`config.mk`:
```
export PLATFORM = sky130hd
export DESIGN_NAME = rcd_top
export DESIGN_NICKNAME = d
export VERILOG_FILES = /design/src/common/rcd_pkg.sv /design/src/common/rcd_div_if.sv /design/src/rtl/rcd_top.sv /design/src/rtl/rcd_sync.sv /design/src/rtl/rcd_divcount.sv
export SDC_FILE = /design/constraint.sdc
export NUM_CORES = 1
export LEC_CHECK = 0
export ABC_CLOCK_PERIOD_IN_PS = 2300
export BUFFER_PORTS_ARGS = -buffer_cell sky130_fd_sc_hd__buf_2
export CAP_MARGIN = 25
export CORE_AREA = 3 3 40 42
export CTS_CLUSTER_DIAMETER = 200
export CTS_CLUSTER_SIZE = 8
export DETAILED_ROUTE_END_ITERATION = 10
export DIE_AREA = 0 0 43 45
export PLACE_DENSITY = 0.43
export SYNTH_ARGS = -nofsm -noshare
export SYNTH_HDL_FRONTEND = slang
export SYNTH_SLANG_ARGS = --single-unit
export TNS_END_PERCENT = 100
```
`constraint.sdc`:
```
create_clock -name ref_clk -period 2.3 [get_ports ref_clk]
set_clock_uncertainty 0.15 [all_clocks]
set_input_delay 0.115 -clock ref_clk [delete_from_list [all_inputs] [get_ports ref_clk]]
set_output_delay 0.115 -clock ref_clk [all_outputs]
set_load 0.02 [all_outputs]
```
`src/common/rcd_pkg.sv`:
```
// constants, types and helpers shared by the regional clock divider
// assumes a single reference clock domain; all users reference names scoped
package rcd_pkg;

  // divide ratio limits and the code that selects bypass
  localparam int unsigned RATIO_MIN = 1;
  localparam int unsigned RATIO_MAX = 8;
  localparam int unsigned RATIO_BYPASS = 0;

  // divide counter width, enough for positions 0 .. RATIO_MAX-1
  localparam int unsigned CNT_W = 3;

  // synchroniser depth for pin inputs
  localparam int unsigned SYNC_DEPTH = 2;

  // reference clock period in ns, for documentation of latency
  localparam int unsigned REF_PERIOD_NS = 100;

  // reset value of the output and of the status flag
  localparam logic OUT_RESET = 1'h0;

  typedef logic [CNT_W-1:0] rcd_cnt_t;

  // last counter position for a ratio, also the restart position
  function automatic rcd_cnt_t rcd_last(input int unsigned ratio);
    rcd_cnt_t last;
    last = rcd_cnt_t'(ratio - 1);
    return last;
  endfunction

  // number of input periods the output stays high (floor of half)
  function automatic rcd_cnt_t rcd_high_len(input int unsigned ratio);
    rcd_cnt_t len;
    len = rcd_cnt_t'(ratio / 2);
    return len;
  endfunction

endpackage

```
`src/common/rcd_div_if.sv`:
```
// carrier between the divider control and its counter
// assumes both ends sit on the same reference clock
interface rcd_div_if;
  logic step;                // advance one input period
  logic restart;             // synchronous return to the last position
  rcd_pkg::rcd_cnt_t count;  // current position
  logic wrap;                // current position is the last one
  logic phase_high;          // output level after the next step

  modport ctl (output step, output restart, input count, input wrap, input phase_high);
  modport cnt (input step, input restart, output count, output wrap, output phase_high);
endinterface

```
`src/rtl/rcd_top.sv`:
```
// regional clock divider: passes or divides a pin clock onto a region's nets
// assumes src_clk is far slower than ref_clk (at least four ref periods per
// half period) and is sampled; output edges follow input edges by a fixed lag
module rcd_top #(
  parameter int unsigned DIVIDE_RATIO = rcd_pkg::RATIO_BYPASS  // 0 bypass, else 1..8
) (
  input wire logic ref_clk,           // reference clock, 10 MHz
  input wire logic nrst,              // async reset, active low
  input wire logic clk_en,            // clock enable, freezes all state when low
  input wire logic src_clk,           // input clock from pin or interconnect
  input wire logic out_enable,        // output enable, numeric ratios only
  input wire logic divider_clear,     // async divider clear, active high
  input wire logic global_set_reset,  // device-wide set/reset, active high
  output logic region_clk,            // clock to the region nets
  output logic running                // output currently allowed to toggle
);

  ////////////////////////////////////////////////////////////////////////////
  // configuration

  localparam bit IS_BYPASS = (DIVIDE_RATIO == rcd_pkg::RATIO_BYPASS);
  // ratio above eight falls back to the largest legal ratio
  localparam int unsigned CNT_RATIO = IS_BYPASS ? rcd_pkg::RATIO_MIN :
                                      (DIVIDE_RATIO > rcd_pkg::RATIO_MAX) ? rcd_pkg::RATIO_MAX :
                                      DIVIDE_RATIO;
  localparam bit IS_UNITY = !IS_BYPASS && (CNT_RATIO == rcd_pkg::RATIO_MIN);
  localparam rcd_pkg::rcd_cnt_t CNT_LAST = rcd_pkg::rcd_last(CNT_RATIO);
  localparam rcd_pkg::rcd_cnt_t CNT_HIGH = rcd_pkg::rcd_high_len(CNT_RATIO);

  ////////////////////////////////////////////////////////////////////////////
  // pin synchronisation

  logic [2:0] pins_s;
  logic src_s;
  logic en_s;
  logic set_reset_s;
  logic src_prev_q;
  logic rise;
  logic run;
  logic div_rst_n;
  logic region_clk_q;
  logic running_q;

  rcd_div_if div ();

  rcd_sync #(
    .W(3)
  ) u_sync (
    .ref_clk(ref_clk),
    .nrst(nrst),
    .clk_en(clk_en),
    .d({src_clk, out_enable, global_set_reset}),
    .q(pins_s)
  );

  assign src_s = pins_s[2];
  assign en_s = pins_s[1];
  assign set_reset_s = pins_s[0];

  // one more stage on the clock line to find its rising edge
  always_ff @(posedge ref_clk or negedge nrst)
  begin
    if (!nrst)
      src_prev_q <= 1'h0;
    else if (clk_en)
      src_prev_q <= src_s;
  end

  assign rise = src_s && !src_prev_q;

  ////////////////////////////////////////////////////////////////////////////
  // clear and run qualification

  // clear only reaches the divider when a numeric ratio is set
  assign div_rst_n = nrst && !(divider_clear && !IS_BYPASS);

  // enable counts only for numeric ratios; set/reset always blocks
  assign run = (IS_BYPASS || en_s) && !set_reset_s;

  // counter held at its restart point while set/reset is high, so the
  // first edge after release begins a fresh high phase
  assign div.restart = set_reset_s;
  assign div.step = rise && run;

  rcd_divcount #(
    .RATIO(CNT_RATIO)
  ) u_count (
    .ref_clk(ref_clk),
    .clear_n(div_rst_n),
    .clk_en(clk_en),
    .div(div)
  );

  ////////////////////////////////////////////////////////////////////////////
  // output stage

  // output register; every numeric ratio updates at the same point after the
  // sampled input edge, so alignment never depends on the ratio
  always_ff @(posedge ref_clk or negedge div_rst_n)
  begin
    if (!div_rst_n)
      region_clk_q <= rcd_pkg::OUT_RESET;
    else if (clk_en)
    begin
      if (IS_BYPASS)
      begin
        if (!set_reset_s)
          region_clk_q <= src_s;
      end
      else if (IS_UNITY)
      begin
        // only input edges move it, so a late enable never makes a half pulse
        if (run && (src_s != src_prev_q))
          region_clk_q <= src_s;
      end
      else if (div.step)
        region_clk_q <= div.phase_high;
    end
  end

  // status: toggling permitted and divider not cleared
  always_ff @(posedge ref_clk or negedge div_rst_n)
  begin
    if (!div_rst_n)
      running_q <= rcd_pkg::OUT_RESET;
    else if (clk_en)
      running_q <= run;
  end

  assign region_clk = region_clk_q;
  assign running = running_q;

  ////////////////////////////////////////////////////////////////////////////
  // checks

  // counter never leaves the positions of the configured ratio
  AST_CNT_RANGE: assert property (
    @(posedge ref_clk) disable iff (!div_rst_n)
    !IS_BYPASS |-> div.count <= CNT_LAST
  ) else $error("divide counter beyond last position");

  // bypass output copies the sampled input one cycle later
  AST_BYPASS_FOLLOW: assert property (
    @(posedge ref_clk) disable iff (!nrst)
    (IS_BYPASS && clk_en && !set_reset_s) |=> region_clk_q == $past(src_s)
  ) else $error("bypass output does not follow input");

  // enable has no say in bypass
  AST_BYPASS_NO_EN: assert property (
    @(posedge ref_clk) disable iff (!nrst)
    IS_BYPASS |-> run == !set_reset_s
  ) else $error("enable gated a bypass clock");

  // clear holds output low and counter at restart
  AST_CLEAR_LOW: assert property (
    @(posedge ref_clk) disable iff (!nrst)
    (divider_clear && !IS_BYPASS) |-> (!region_clk_q && div.count == CNT_LAST)
  ) else $error("clear did not force output low");

  // disabled output stays put over three cycles
  AST_EN_STOP: assert property (
    @(posedge ref_clk) disable iff (!div_rst_n)
    (!IS_BYPASS && !en_s) [*3] |-> $stable(region_clk_q)
  ) else $error("output toggled while disabled");

  // set/reset freezes the output
  AST_SETRESET_STATIC: assert property (
    @(posedge ref_clk) disable iff (!div_rst_n)
    ($past(set_reset_s) && set_reset_s) |-> $stable(region_clk_q)
  ) else $error("output toggled during set/reset");

  // set/reset parks the counter so release restarts the sequence
  AST_SETRESET_PARK: assert property (
    @(posedge ref_clk) disable iff (!div_rst_n)
    (!IS_BYPASS && set_reset_s && clk_en) |=> div.count == CNT_LAST
  ) else $error("counter not parked during set/reset");

  // after each step the output is high exactly on the first floor(ratio/2) positions
  AST_PHASES: assert property (
    @(posedge ref_clk) disable iff (!div_rst_n)
    (!IS_BYPASS && !IS_UNITY && clk_en && div.step) |=> region_clk_q == (div.count < CNT_HIGH)
  ) else $error("divided phase lengths wrong");

  // every numeric rising output edge follows a sampled input edge by one cycle
  AST_ALIGN: assert property (
    @(posedge ref_clk) disable iff (!div_rst_n)
    (!IS_BYPASS && $rose(region_clk_q)) |-> $past(rise)
  ) else $error("output edge misaligned with input edge");

  // after clear the first output rise comes on the first counted edge
  AST_CLEAR_RESUME: assert property (
    @(posedge ref_clk) disable iff (!div_rst_n)
    (!IS_BYPASS && !IS_UNITY && div.count == CNT_LAST && div.step && clk_en) |=> region_clk_q
  ) else $error("sequence did not restart with a high phase");

  // status register follows the run qualifier one cycle later
  AST_RUN_TRACK: assert property (
    @(posedge ref_clk) disable iff (!div_rst_n)
    clk_en |=> running_q == $past(run)
  ) else $error("status does not track run");

  // set/reset drops the status
  AST_SETRESET_NOT_RUN: assert property (
    @(posedge ref_clk) disable iff (!div_rst_n)
    (set_reset_s && clk_en) |=> !running_q
  ) else $error("status high during set/reset");

  // bypass runs whenever set/reset is low
  AST_BYPASS_RUN: assert property (
    @(posedge ref_clk) disable iff (!div_rst_n)
    (IS_BYPASS && !set_reset_s && clk_en) |=> running_q
  ) else $error("bypass status low without set/reset");

  // numeric ratios run while enabled and out of set/reset
  AST_EN_RUN: assert property (
    @(posedge ref_clk) disable iff (!div_rst_n)
    (!IS_BYPASS && en_s && !set_reset_s && clk_en) |=> running_q
  ) else $error("status low while enabled");

  // clear drops the status at once
  AST_CLEAR_NOT_RUN: assert property (
    @(posedge ref_clk) disable iff (!nrst)
    (divider_clear && !IS_BYPASS) |-> !running_q
  ) else $error("status high during clear");

  // counter moves only on rising input edges
  AST_COUNT_HOLD: assert property (
    @(posedge ref_clk) disable iff (!div_rst_n)
    (!IS_BYPASS && clk_en && !rise && !set_reset_s) |=> $stable(div.count)
  ) else $error("counter moved without an input edge");

  // counter advances by one below the last position
  AST_COUNT_ADV: assert property (
    @(posedge ref_clk) disable iff (!div_rst_n)
    (!IS_BYPASS && clk_en && div.step && !div.wrap) |=> div.count == $past(div.count) + rcd_pkg::rcd_cnt_t'(1)
  ) else $error("counter did not advance by one");

  // counter returns to zero after the last position
  AST_COUNT_WRAP: assert property (
    @(posedge ref_clk) disable iff (!div_rst_n)
    (!IS_BYPASS && clk_en && div.step && div.wrap) |=> div.count == '0
  ) else $error("counter did not wrap to zero");

  // disabled counter is frozen, not parked
  AST_EN_FREEZE_COUNT: assert property (
    @(posedge ref_clk) disable iff (!div_rst_n)
    (!IS_BYPASS && !en_s && !set_reset_s && clk_en) |=> $stable(div.count)
  ) else $error("counter moved while disabled");

  // ratio one copies every input edge
  AST_UNITY_FOLLOW: assert property (
    @(posedge ref_clk) disable iff (!div_rst_n)
    (IS_UNITY && clk_en && run && (src_s != src_prev_q)) |=> region_clk_q == $past(src_s)
  ) else $error("ratio one output missed an input edge");

  // ratio one never moves between input edges
  AST_UNITY_HOLD: assert property (
    @(posedge ref_clk) disable iff (!div_rst_n)
    (IS_UNITY && (src_s == src_prev_q)) |=> $stable(region_clk_q)
  ) else $error("ratio one output moved without an input edge");

  // divided outputs move only on a sampled rising input edge
  AST_NUM_EDGE_ONLY: assert property (
    @(posedge ref_clk) disable iff (!div_rst_n)
    (!IS_BYPASS && !IS_UNITY && !rise) |=> $stable(region_clk_q)
  ) else $error("divided output moved without an input edge");

  // a divided high phase only starts from the last position
  AST_RISE_AT_WRAP: assert property (
    @(posedge ref_clk) disable iff (!div_rst_n)
    (!IS_BYPASS && !IS_UNITY && $rose(region_clk_q)) |-> $past(div.wrap)
  ) else $error("high phase started mid sequence");

  // stopped numeric output holds its level
  AST_STOPPED_STABLE: assert property (
    @(posedge ref_clk) disable iff (!div_rst_n)
    (!IS_BYPASS && !running_q) |-> $stable(region_clk_q)
  ) else $error("output moved while stopped");

  // bypass keeps following while the enable is low
  AST_BYPASS_IGNORES_EN: assert property (
    @(posedge ref_clk) disable iff (!nrst)
    (IS_BYPASS && !en_s && !set_reset_s && clk_en) |=> region_clk_q == $past(src_s)
  ) else $error("bypass output stopped by enable");

  // bypass keeps following while the clear is high
  AST_BYPASS_IGNORES_CLEAR: assert property (
    @(posedge ref_clk) disable iff (!nrst)
    (IS_BYPASS && divider_clear && !set_reset_s && clk_en) |=> region_clk_q == $past(src_s)
  ) else $error("bypass output stopped by clear");

endmodule

```
`src/rtl/rcd_sync.sv`:
```
// two-stage synchroniser for a group of pin inputs
// assumes inputs are asynchronous levels; stage one feeds stage two only
module rcd_sync #(
  parameter int unsigned W = 1
) (
  input wire logic ref_clk,        // reference clock
  input wire logic nrst,           // async reset, active low
  input wire logic clk_en,         // freezes both stages when low
  input wire logic [W-1:0] d,      // asynchronous inputs
  output logic [W-1:0] q           // synchronised levels
);

  logic [W-1:0] meta_q;
  logic [W-1:0] sync_q;

  // metastability filter, resets to all low
  always_ff @(posedge ref_clk or negedge nrst)
  begin
    if (!nrst)
    begin
      meta_q <= '0;
      sync_q <= '0;
    end
    else if (clk_en)
    begin
      meta_q <= d;
      sync_q <= meta_q;
    end
  end

  assign q = sync_q;

endmodule

```
`src/rtl/rcd_divcount.sv`:
```
// divide counter: walks positions 0 .. ratio-1 on each step
// assumes steps come one per rising input edge; clear is asynchronous
module rcd_divcount #(
  parameter int unsigned RATIO = 2
) (
  input wire logic ref_clk,        // reference clock
  input wire logic clear_n,        // async clear, active low
  input wire logic clk_en,         // freezes the counter when low
  rcd_div_if.cnt div               // step and restart in, position out
);

  localparam rcd_pkg::rcd_cnt_t LAST = rcd_pkg::rcd_last(RATIO);
  localparam rcd_pkg::rcd_cnt_t HIGH_LEN = rcd_pkg::rcd_high_len(RATIO);

  rcd_pkg::rcd_cnt_t cnt_q;
  rcd_pkg::rcd_cnt_t cnt_d;

  // next position; parked at the last one so the first step lands on zero
  always_comb
  begin
    if (cnt_q == LAST)
      cnt_d = '0;
    else
      cnt_d = cnt_q + rcd_pkg::rcd_cnt_t'(1);
  end

  // position register, clear restarts the sequence
  always_ff @(posedge ref_clk or negedge clear_n)
  begin
    if (!clear_n)
      cnt_q <= LAST;
    else if (clk_en)
    begin
      if (div.restart)
        cnt_q <= LAST;
      else if (div.step)
        cnt_q <= cnt_d;
    end
  end

  // high for the first floor(ratio/2) positions, so odd ratios run long low
  assign div.phase_high = (cnt_d < HIGH_LEN);
  assign div.count = cnt_q;
  assign div.wrap = (cnt_q == LAST);

endmodule

```
==> results of run 1 <==
where the power goes:
group          switching [mW]  total, mW  internal (mW)
combinational          0.0241     0.0536         0.0295
sequential            0.00810      0.131          0.123
clock                  0.0349     0.0937         0.0588
worst paths after layout:
check,cells past startpoint,slack (ns),end
max in group asynchronous,2,1.78,u_sync.meta_q[0]
worst max register to register,2,1.19,region_clk
min in group asynchronous,2,0.08,region_clk
worst min register to register,1,0.35,region_clk
worst max-delay path,2,1.19,region_clk
worst min-delay path,2,0.04,running
through the flow:
stage	power [mW]	instances	util, %
after floorplan	0.165	14	-
after global placement	0.182	35	21.5
after detailed placement	0.184	35	21.5
after CTS	0.286	41	25.6
after global routing	0.298	41	25.6
final	0.279	41	25.6
state kept, by name, summed over array words and instances, names as in the netlist:
name / flops
running: 1
u_sync.meta_q: 2
region_clk: 1
u_sync.q: 2
layout by cell type, fill, tap and decap left out:
master         count
nand2b_2           1
dlygate4sd3_1      3
mux2_2             4
dfrtp_1            6
clkbuf_4           3
o21ai_0            1
mux2_4             1
buf_2              6
inv_1              1
critical path, delay by kind of cell (launching register included):
family | cells | cell delay, ns
and+or+nand+nor | 1 | 0.19
muxes | 1 | 0.29
DFF | 1 | 0.37
layer usage:
layer / vias up / track usage [%]
met5: - / 0
met4: 0 / 5.42
met3: 0 / 3.98
met2: 6 / 5.99
met1: 65 / 5.65
li1: 72 / -
kinds of logic (layout without fill, tap and decap cells):
logic type,after synthesis,after routing,synth area share (%)
compound gates,1,1,2.20
buf+inv,1,13,1.65
flops,6,6,65.9
mux,5,5,26.4
simple gates,1,1,3.85
layout make-up:
class                   count  area (sq um)
multi-input cells           7          73.8
repair buffers              9          60.1
well taps                  15          18.8
fillers                   135           956
inverters                   1          3.75
flip-flops and latches      6           150
clock buffers               3          22.5
what timing repair did:
item                                    4_1_cts  5_1_grt
gates resized for setup                       0        0
endpoints found under the setup margin        0        0
hold endpoints to repair                      8        0
buffers inserted                              0        0
hold buffers                                  3        0
==> results_dict.tcl, run 1 <==
set metrics [dict create \
    cts_buffers 3 \
    rsz0062_at_grt "false" \
    final_max_slew_viol_count 0 \
    synth_flop_cell "dfrtp_1" \
    rows 13 \
    maxCapViolCount 0 \
    grt_pass1_wl_um 648 \
    route.detailed.drc 0 \
    antenna_found_initial 0 \
    fp.dieW_um 43 \
    routed.top_layer "met3" \
    cpPeakStageDelay_ns 0.37 \
    clkTransAtPathRegs_ns 0.04 \
    grt_usage_pct 5.20 \
    cp-start-kind "flop" \
    holdCritStartpoint "clk_en" \
    final_area_sq_um 329 \
    criticalPathCategory "flop to flop" \
    fin_crit_sh_pct 48.1 \
    core_area_sq_um 1280 \
    cts.sink_count 6 \
    max_freq_mhz 903 \
    required_ns 2.27 \
    slew_headroom_pct 90.7 \
    status "completed" \
    crit_start "u_sync.q[0]" \
    synth_top_area_share_pct 65.9 \
    yosys_warnings 0 \
    ant_nets 0 \
    fin_setup_tns_ns 0 \
    placed_area_sq_um 277 \
    dr_wl_met2_um 156 \
    synth_top_cell_by_area "dfrtp_1" \
    synthTopCellsByCount "dfrtp_1 (6), mux2_2 (4)" \
    routabilityCongestion 0.674 \
    power_density_nw_per_um2 847 \
    nets 35 \
    path_max_fanout 2 \
    syn_area_per_cell_sq_um 16.3 \
    ys_types 6 \
    cts_tree "built" \
    syn_nets 21 \
    async_flop_share_pct 100 \
    via_per_inst 3.49 \
    synth-seq-area-share_pct 65.9 \
    firstDrtPassIters 1 \
    whs_ns 0.0357 \
    wl_per_cell_um 9.12 \
    leakagePower_nw 0.154 \
    area_growth_pct 44.5 \
    worst_slew_pin_slew_ns 0.137 \
    netlist_instances 14 \
    synth_edf_count 0 \
    clk_latency_ns 0.24 \
    dieArea_sq_um 1940 \
    yosys.cell_count.top_type "dfrtp_1" \
    wl_met3_um 47 \
    drt-initial-drc-count 0 \
    ir_drop_mv 0.317 \
    grt-ovfl-total 0 \
    drt_wl_total_um 374 \
    cts-root-buf "clkbuf_4" \
    period_needed_ns 1.11 \
    die_h_um 45 \
    hold_class "input pin to flop" \
    end_kind "flop" \
    vias 143 \
    setup_ws_ns 1.19 \
    num_antenna_cells 0 \
    synthesis.area_sq_um 228 \
    final_hold_viol_count 0 \
    netlist_top_cells_area "dfrtp_1 (66%), mux2_2 (20%), mux2_4 (6.6%)" \
    first_global_vias 168 \
    htreeDepth 1 \
    arrival_ns 1.08 \
    pre_cts_ws_ns 1.20 \
    reg2reg_from "u_sync.q[0]" \
    finalSetupViolCount 0 \
    ys_seq_elements 6 \
    io_pins 9 \
    numPortBuffers 6 \
    clock_path_buffers 2 \
    start_util_pct 17.7 \
    cp_slowest_cell "dfrtp_1" \
    crit_chain "nand2b_2 > mux2_4" \
    wl_met1_um 171 \
    layout-drive-gt1-share_pct 57.7 \
    grt_max_degree 7 \
]
Note: power is estimated with default switching activity, not from simulation.
==> run 2: changes to the inputs <==
--- a/config.mk
+++ b/config.mk
@@ -5,7 +5,7 @@
 export SDC_FILE = /design/constraint.sdc
 export NUM_CORES = 1
 export LEC_CHECK = 0
-export ABC_CLOCK_PERIOD_IN_PS = 2300
+export ABC_CLOCK_PERIOD_IN_PS = 1100
 export BUFFER_PORTS_ARGS = -buffer_cell sky130_fd_sc_hd__buf_2
 export CAP_MARGIN = 25
 export CORE_AREA = 3 3 40 42
==> constraint.sdc (replaced) <==
create_clock -name ref_clk -period 1.1 [get_ports ref_clk]
set_clock_uncertainty 0.15 [all_clocks]
set_input_delay 0.055 -clock ref_clk [delete_from_list [all_inputs] [get_ports ref_clk]]
set_output_delay 0.055 -clock ref_clk [all_outputs]
set_load 0.02 [all_outputs]
==> results_dict.tcl, run 2 (synthesized netlist as in run 1, its figures left out) <==
set metrics [dict create \
    status "completed" \
    grt_usage_pct 5.36 \
    ir_drop_mv 0.662 \
    maxCapViolCount 0 \
    max_freq_mhz 940 \
    fp.dieW_um 43 \
    most-common-layout-cells "buf_2 (6), dfrtp_1 (6), mux2_2 (4), dlygate4sd3_1 (4), clkbuf_4 (3)" \
    firstDrtPassIters 1 \
    area_growth_pct 51.1 \
    power_density_nw_per_um2 1720 \
    numPortBuffers 6 \
    htreeDepth 1 \
    via_per_inst 3.64 \
    first_global_vias 175 \
    die_h_um 45 \
    fillCellCount 135 \
    total_power_mw 0.590 \
    final_area_sq_um 344 \
    vias 153 \
    cts_buffers 3 \
    clock_path_buffers 2 \
    nets 36 \
    clkTransAtPathRegs_ns 0.04 \
    crit_start "u_sync.q[0]" \
    dieArea_sq_um 1940 \
    drt-initial-drc-count 0 \
    finalSetupViolCount 0 \
    final_hold_viol_count 0 \
    holdCritStartpoint "clk_en" \
    pre_cts_ws_ns 0.00201 \
    fin_crit_sh_pct 96.7 \
    cts-root-buf "clkbuf_4" \
    wl_per_cell_um 9.38 \
    clk_latency_ns 0.24 \
    path_max_fanout 2 \
    post-cts-setup-buffers 0 \
    reg2reg_from "u_sync.q[0]" \
    required_ns 1.07 \
    fin_setup_tns_ns 0 \
    core_area_sq_um 1280 \
    grt_max_degree 7 \
    place_inst 35 \
    ant_nets 0 \
    fin_util_pct 26.8 \
    antenna_found_initial 0 \
    arrival_ns 1.04 \
    ff2ff_setup_slack_ns 0.04 \
    grt_pass1_wl_um 669 \
    slew_headroom_pct 89.6 \
    cp-start-kind "flop" \
    num_antenna_cells 0 \
    grt-ovfl-total 0 \
    drt_wl_total_um 394 \
    multi_input_area_sq_um 78.8 \
    io_pins 9 \
    period_needed_ns 1.06 \
    routabilityCongestion 0.674 \
    setup_ws_ns 0.0361 \
    final_max_slew_viol_count 0 \
    cts_tree "built" \
    leakagePower_nw 0.164 \
    regArea_sq_um 150 \
    criticalPathCategory "flop to flop" \
    final-instance-count-excl-fill 42 \
    cts.sink_count 6 \
    rows 13 \
    rsz0062_at_grt "false" \
    worst_slew_pin_slew_ns 0.156 \
    placed_area_sq_um 277 \
    start_util_pct 17.7 \
    end_kind "flop" \
    layout-drive-gt1-share_pct 55.6 \
    route.detailed.drc 0 \
    whs_ns 0.0117 \
    hold_class "input pin to flop" \
]
## run 2: cell types whose count changed in the layout (fill, tap and decap cells not counted)
cell           change
dlygate4sd3_1      +1
nand2b_2           -1
nand2b_4           +1
## run 2: area by class of cell
cell class | count | area share, %
Multi-Input combinational cell | 7 | 22.9
Inverter | 1 | 1.09
Tap cell | 15 | 5.45
Sequential cell | 6 | 43.6
Clock buffer | 3 | 6.55
Timing Repair Buffer | 10 | 20.4
## run 2: routing by layer
| layer | GRT usage, % | wire length [um] | up-vias |
|---|---|---|---|
| li1 | - | - | 74 |
| met1 | 5.41 | 166 | 73 |
| met2 | 6.89 | 180 | 6 |
| met3 | 3.98 | 47 | 0 |
| met4 | 5.42 | 0 | 0 |
| met5 | 0 | 0 | - |
## run 2: worst max-delay path, cell delays in order, from the launching register on
cell and delay, ns:
dfrtp_1 0.37, nand2b_4 0.14, mux2_4 0.28
## run 2: timing repair
| action | CTS | global route |
|---|---|---|
| hold buffers | 4 | 0 |
| gates resized for setup | 1 | 0 |
| hold endpoints to repair | 9 | 0 |
| endpoints found under the setup margin | 1 | 0 |
## run 2: path summary, 6_finish.rpt
check | end | cells past startpoint
setup / recovery | region_clk | 2
setup reg to reg | region_clk | 2
hold / removal | running | 3
min in group asynchronous | region_clk | 2
max in group asynchronous | u_sync.meta_q[0] | 2
hold reg to reg | region_clk | 1
## run 2: power by group
part           leakage, nW  total (mW)  switching [mW]  internal (mW)
registers           0.0707       0.275          0.0171          0.258
logic               0.0792       0.119          0.0517         0.0675
clock network       0.0138       0.196          0.0733          0.123
==> run 3: changes to the inputs <==
--- a/config.mk
+++ b/config.mk
@@ -13,8 +13,7 @@
 export CTS_CLUSTER_SIZE = 8
 export DETAILED_ROUTE_END_ITERATION = 10
 export DIE_AREA = 0 0 43 45
-export PLACE_DENSITY = 0.43
+export PLACE_DENSITY = 0.33
 export SYNTH_ARGS = -nofsm -noshare
 export SYNTH_HDL_FRONTEND = slang
 export SYNTH_SLANG_ARGS = --single-unit
-export TNS_END_PERCENT = 100
==> results_dict.tcl, run 3 (synthesized netlist as in run 1, its figures left out) <==
set metrics [dict create \
    ff2ff_setup_slack_ns 0.03 \
    power_frac_clock_pct 33.3 \
    fillCellCount 144 \
    num_antenna_cells 0 \
    path_max_fanout 2 \
    clkTransAtPathRegs_ns 0.04 \
    first_global_vias 160 \
    fin_crit_sh_pct 97.0 \
    ir_drop_mv 0.411 \
    timing.rr.end "region_clk" \
    end_kind "flop" \
    dp_hpwl_um 284 \
    power.share.sequential_pct 46.5 \
    placed_area_sq_um 277 \
    required_ns 1.07 \
    crit_start "u_sync.q[0]" \
    cts_tree "built" \
    gr-usage-met2_pct 5.99 \
    numPortBuffers 6 \
    hold_class "input pin to flop" \
    grt_max_degree 7 \
    most-common-layout-cells "buf_2 (6), dfrtp_1 (6), mux2_2 (4), dlygate4sd3_1 (4), clkbuf_4 (3)" \
    cts-root-buf "clkbuf_4" \
    firstDrtPassIters 1 \
    area_growth_pct 51.1 \
    clock_path_buffers 2 \
    cts_buffers 3 \
    crit_end "region_clk" \
    grt-ovfl-total 0 \
    grt_usage_pct 5.04 \
    max_freq_mhz 937 \
    status "completed" \
    cp-start-kind "flop" \
    p_switching_mw 0.141 \
    cp_slowest_cell "dfrtp_1" \
    drt_wl_total_um 387 \
    final-instance-count-excl-fill 42 \
    grt_use_met1_pct 5.19 \
    crit_chain "nand2b_4 > mux2_4" \
    combPwrFrac_pct 20.3 \
    place_inst 35 \
    criticalPathCategory "flop to flop" \
    final_hold_viol_count 0 \
    cts.sink_count 6 \
    p_int_mw 0.448 \
    final_max_slew_viol_count 0 \
    setup_ws_ns 0.0331 \
    swShare_pct 24.0 \
    slew_headroom_pct 90.0 \
    worst_slew_pin_slew_ns 0.150 \
    io_pins 9 \
    leakagePower_nw 0.164 \
    via_per_inst 3.52 \
    finalSetupViolCount 0 \
    drt-initial-drc-count 0 \
    reg2reg_from "u_sync.q[0]" \
    start_util_pct 17.7 \
    r2r_cells 2 \
    fp.dieW_um 43 \
    rsz0062_at_grt "false" \
    dieArea_sq_um 1940 \
    grt_pass1_wl_um 627 \
    arrival_ns 1.04 \
    ant_nets 0 \
    htreeDepth 1 \
    clk_latency_ns 0.24 \
    top_usage_layer "met2" \
    die_h_um 45 \
    layout-drive-gt1-share_pct 55.6 \
    maxCapViolCount 0 \
    period_needed_ns 1.07 \
    final_area_sq_um 344 \
    fin_setup_tns_ns 0 \
    pre_cts_ws_ns -0.00942 \
    whs_ns 0.00491 \
    route.detailed.drc 0 \
    core_area_sq_um 1280 \
    antenna_found_initial 0 \
    wl_per_cell_um 9.21 \
    power_density_nw_per_um2 1710 \
    use_met3_pct 3.98 \
    routabilityCongestion 0.574 \
    vias 148 \
    cpPeakStageDelay_ns 0.37 \
    nets 36 \
    rows 13 \
]
## run 3: cell counts in the layout (fill, tap and decap cells not counted)
Identical to the previous run, type by type.
## run 3: per-layer routing
metal	routed length (um)	part of all wire [%]
met1	187	48
met4	0	0
met2	167	43
met5	0	0
met3	32	8.3
## run 3: metrics by stage
stage,utilization (%),power (mW)
after floorplan,-,0.344
after global placement,21.5,0.383
after detailed placement,21.5,0.384
after CTS,26.8,0.609
after global routing,26.8,0.635
final,26.8,0.590
## run 3: worst min-delay path by stage
| stage | from | slack [ns] | to | cells past startpoint |
|---|---|---|---|---|
| 3_3_place_gp | nrst | -0.26 | running | 1 |
| 2_1_floorplan | nrst | -0.39 | region_clk | 0 |
| 4_1_cts | clk_en | -0.002 | running | 3 |
| 5_1_grt | clk_en | 0.002 | running | 3 |
| 3_5_place_dp | nrst | -0.26 | running | 1 |
| 6_report | clk_en | 0.005 | running | 3 |
## run 3: power by group through the flow
stage               combinational, mW  sequential, mW  clock, mW
floorplan                      0.0465           0.298          0
global placement                0.105           0.277          0
detailed placement              0.106           0.278          0
CTS                             0.122           0.275      0.212
global route                    0.129           0.278      0.229
finish                          0.119           0.274      0.196
## run 3: what timing repair did
action | CTS | global route
resized for setup | 1 | 0
endpoints found under the hold margin | 9 | 0
buffers inserted | 0 | 0
endpoints found under the setup margin | 1 | 0
hold buffers | 4 | 0
## run 3: final cells by class
class / instances / area, sq um / share of cell area (%)
tap: 15 / 18.8 / 5.45
timing repair buffer: 10 / 70.1 / 20.4
inverter: 1 / 3.75 / 1.09
sequential: 6 / 150 / 43.6
multi-input combinational: 7 / 78.8 / 22.9
clock buffer: 3 / 22.5 / 6.55
## run 3: critical path: cells and delay by family (launching register included)
family | cells | cell delay (ns)
muxes | 1 | 0.29
DFF | 1 | 0.37
and+or+nand+nor | 1 | 0.14
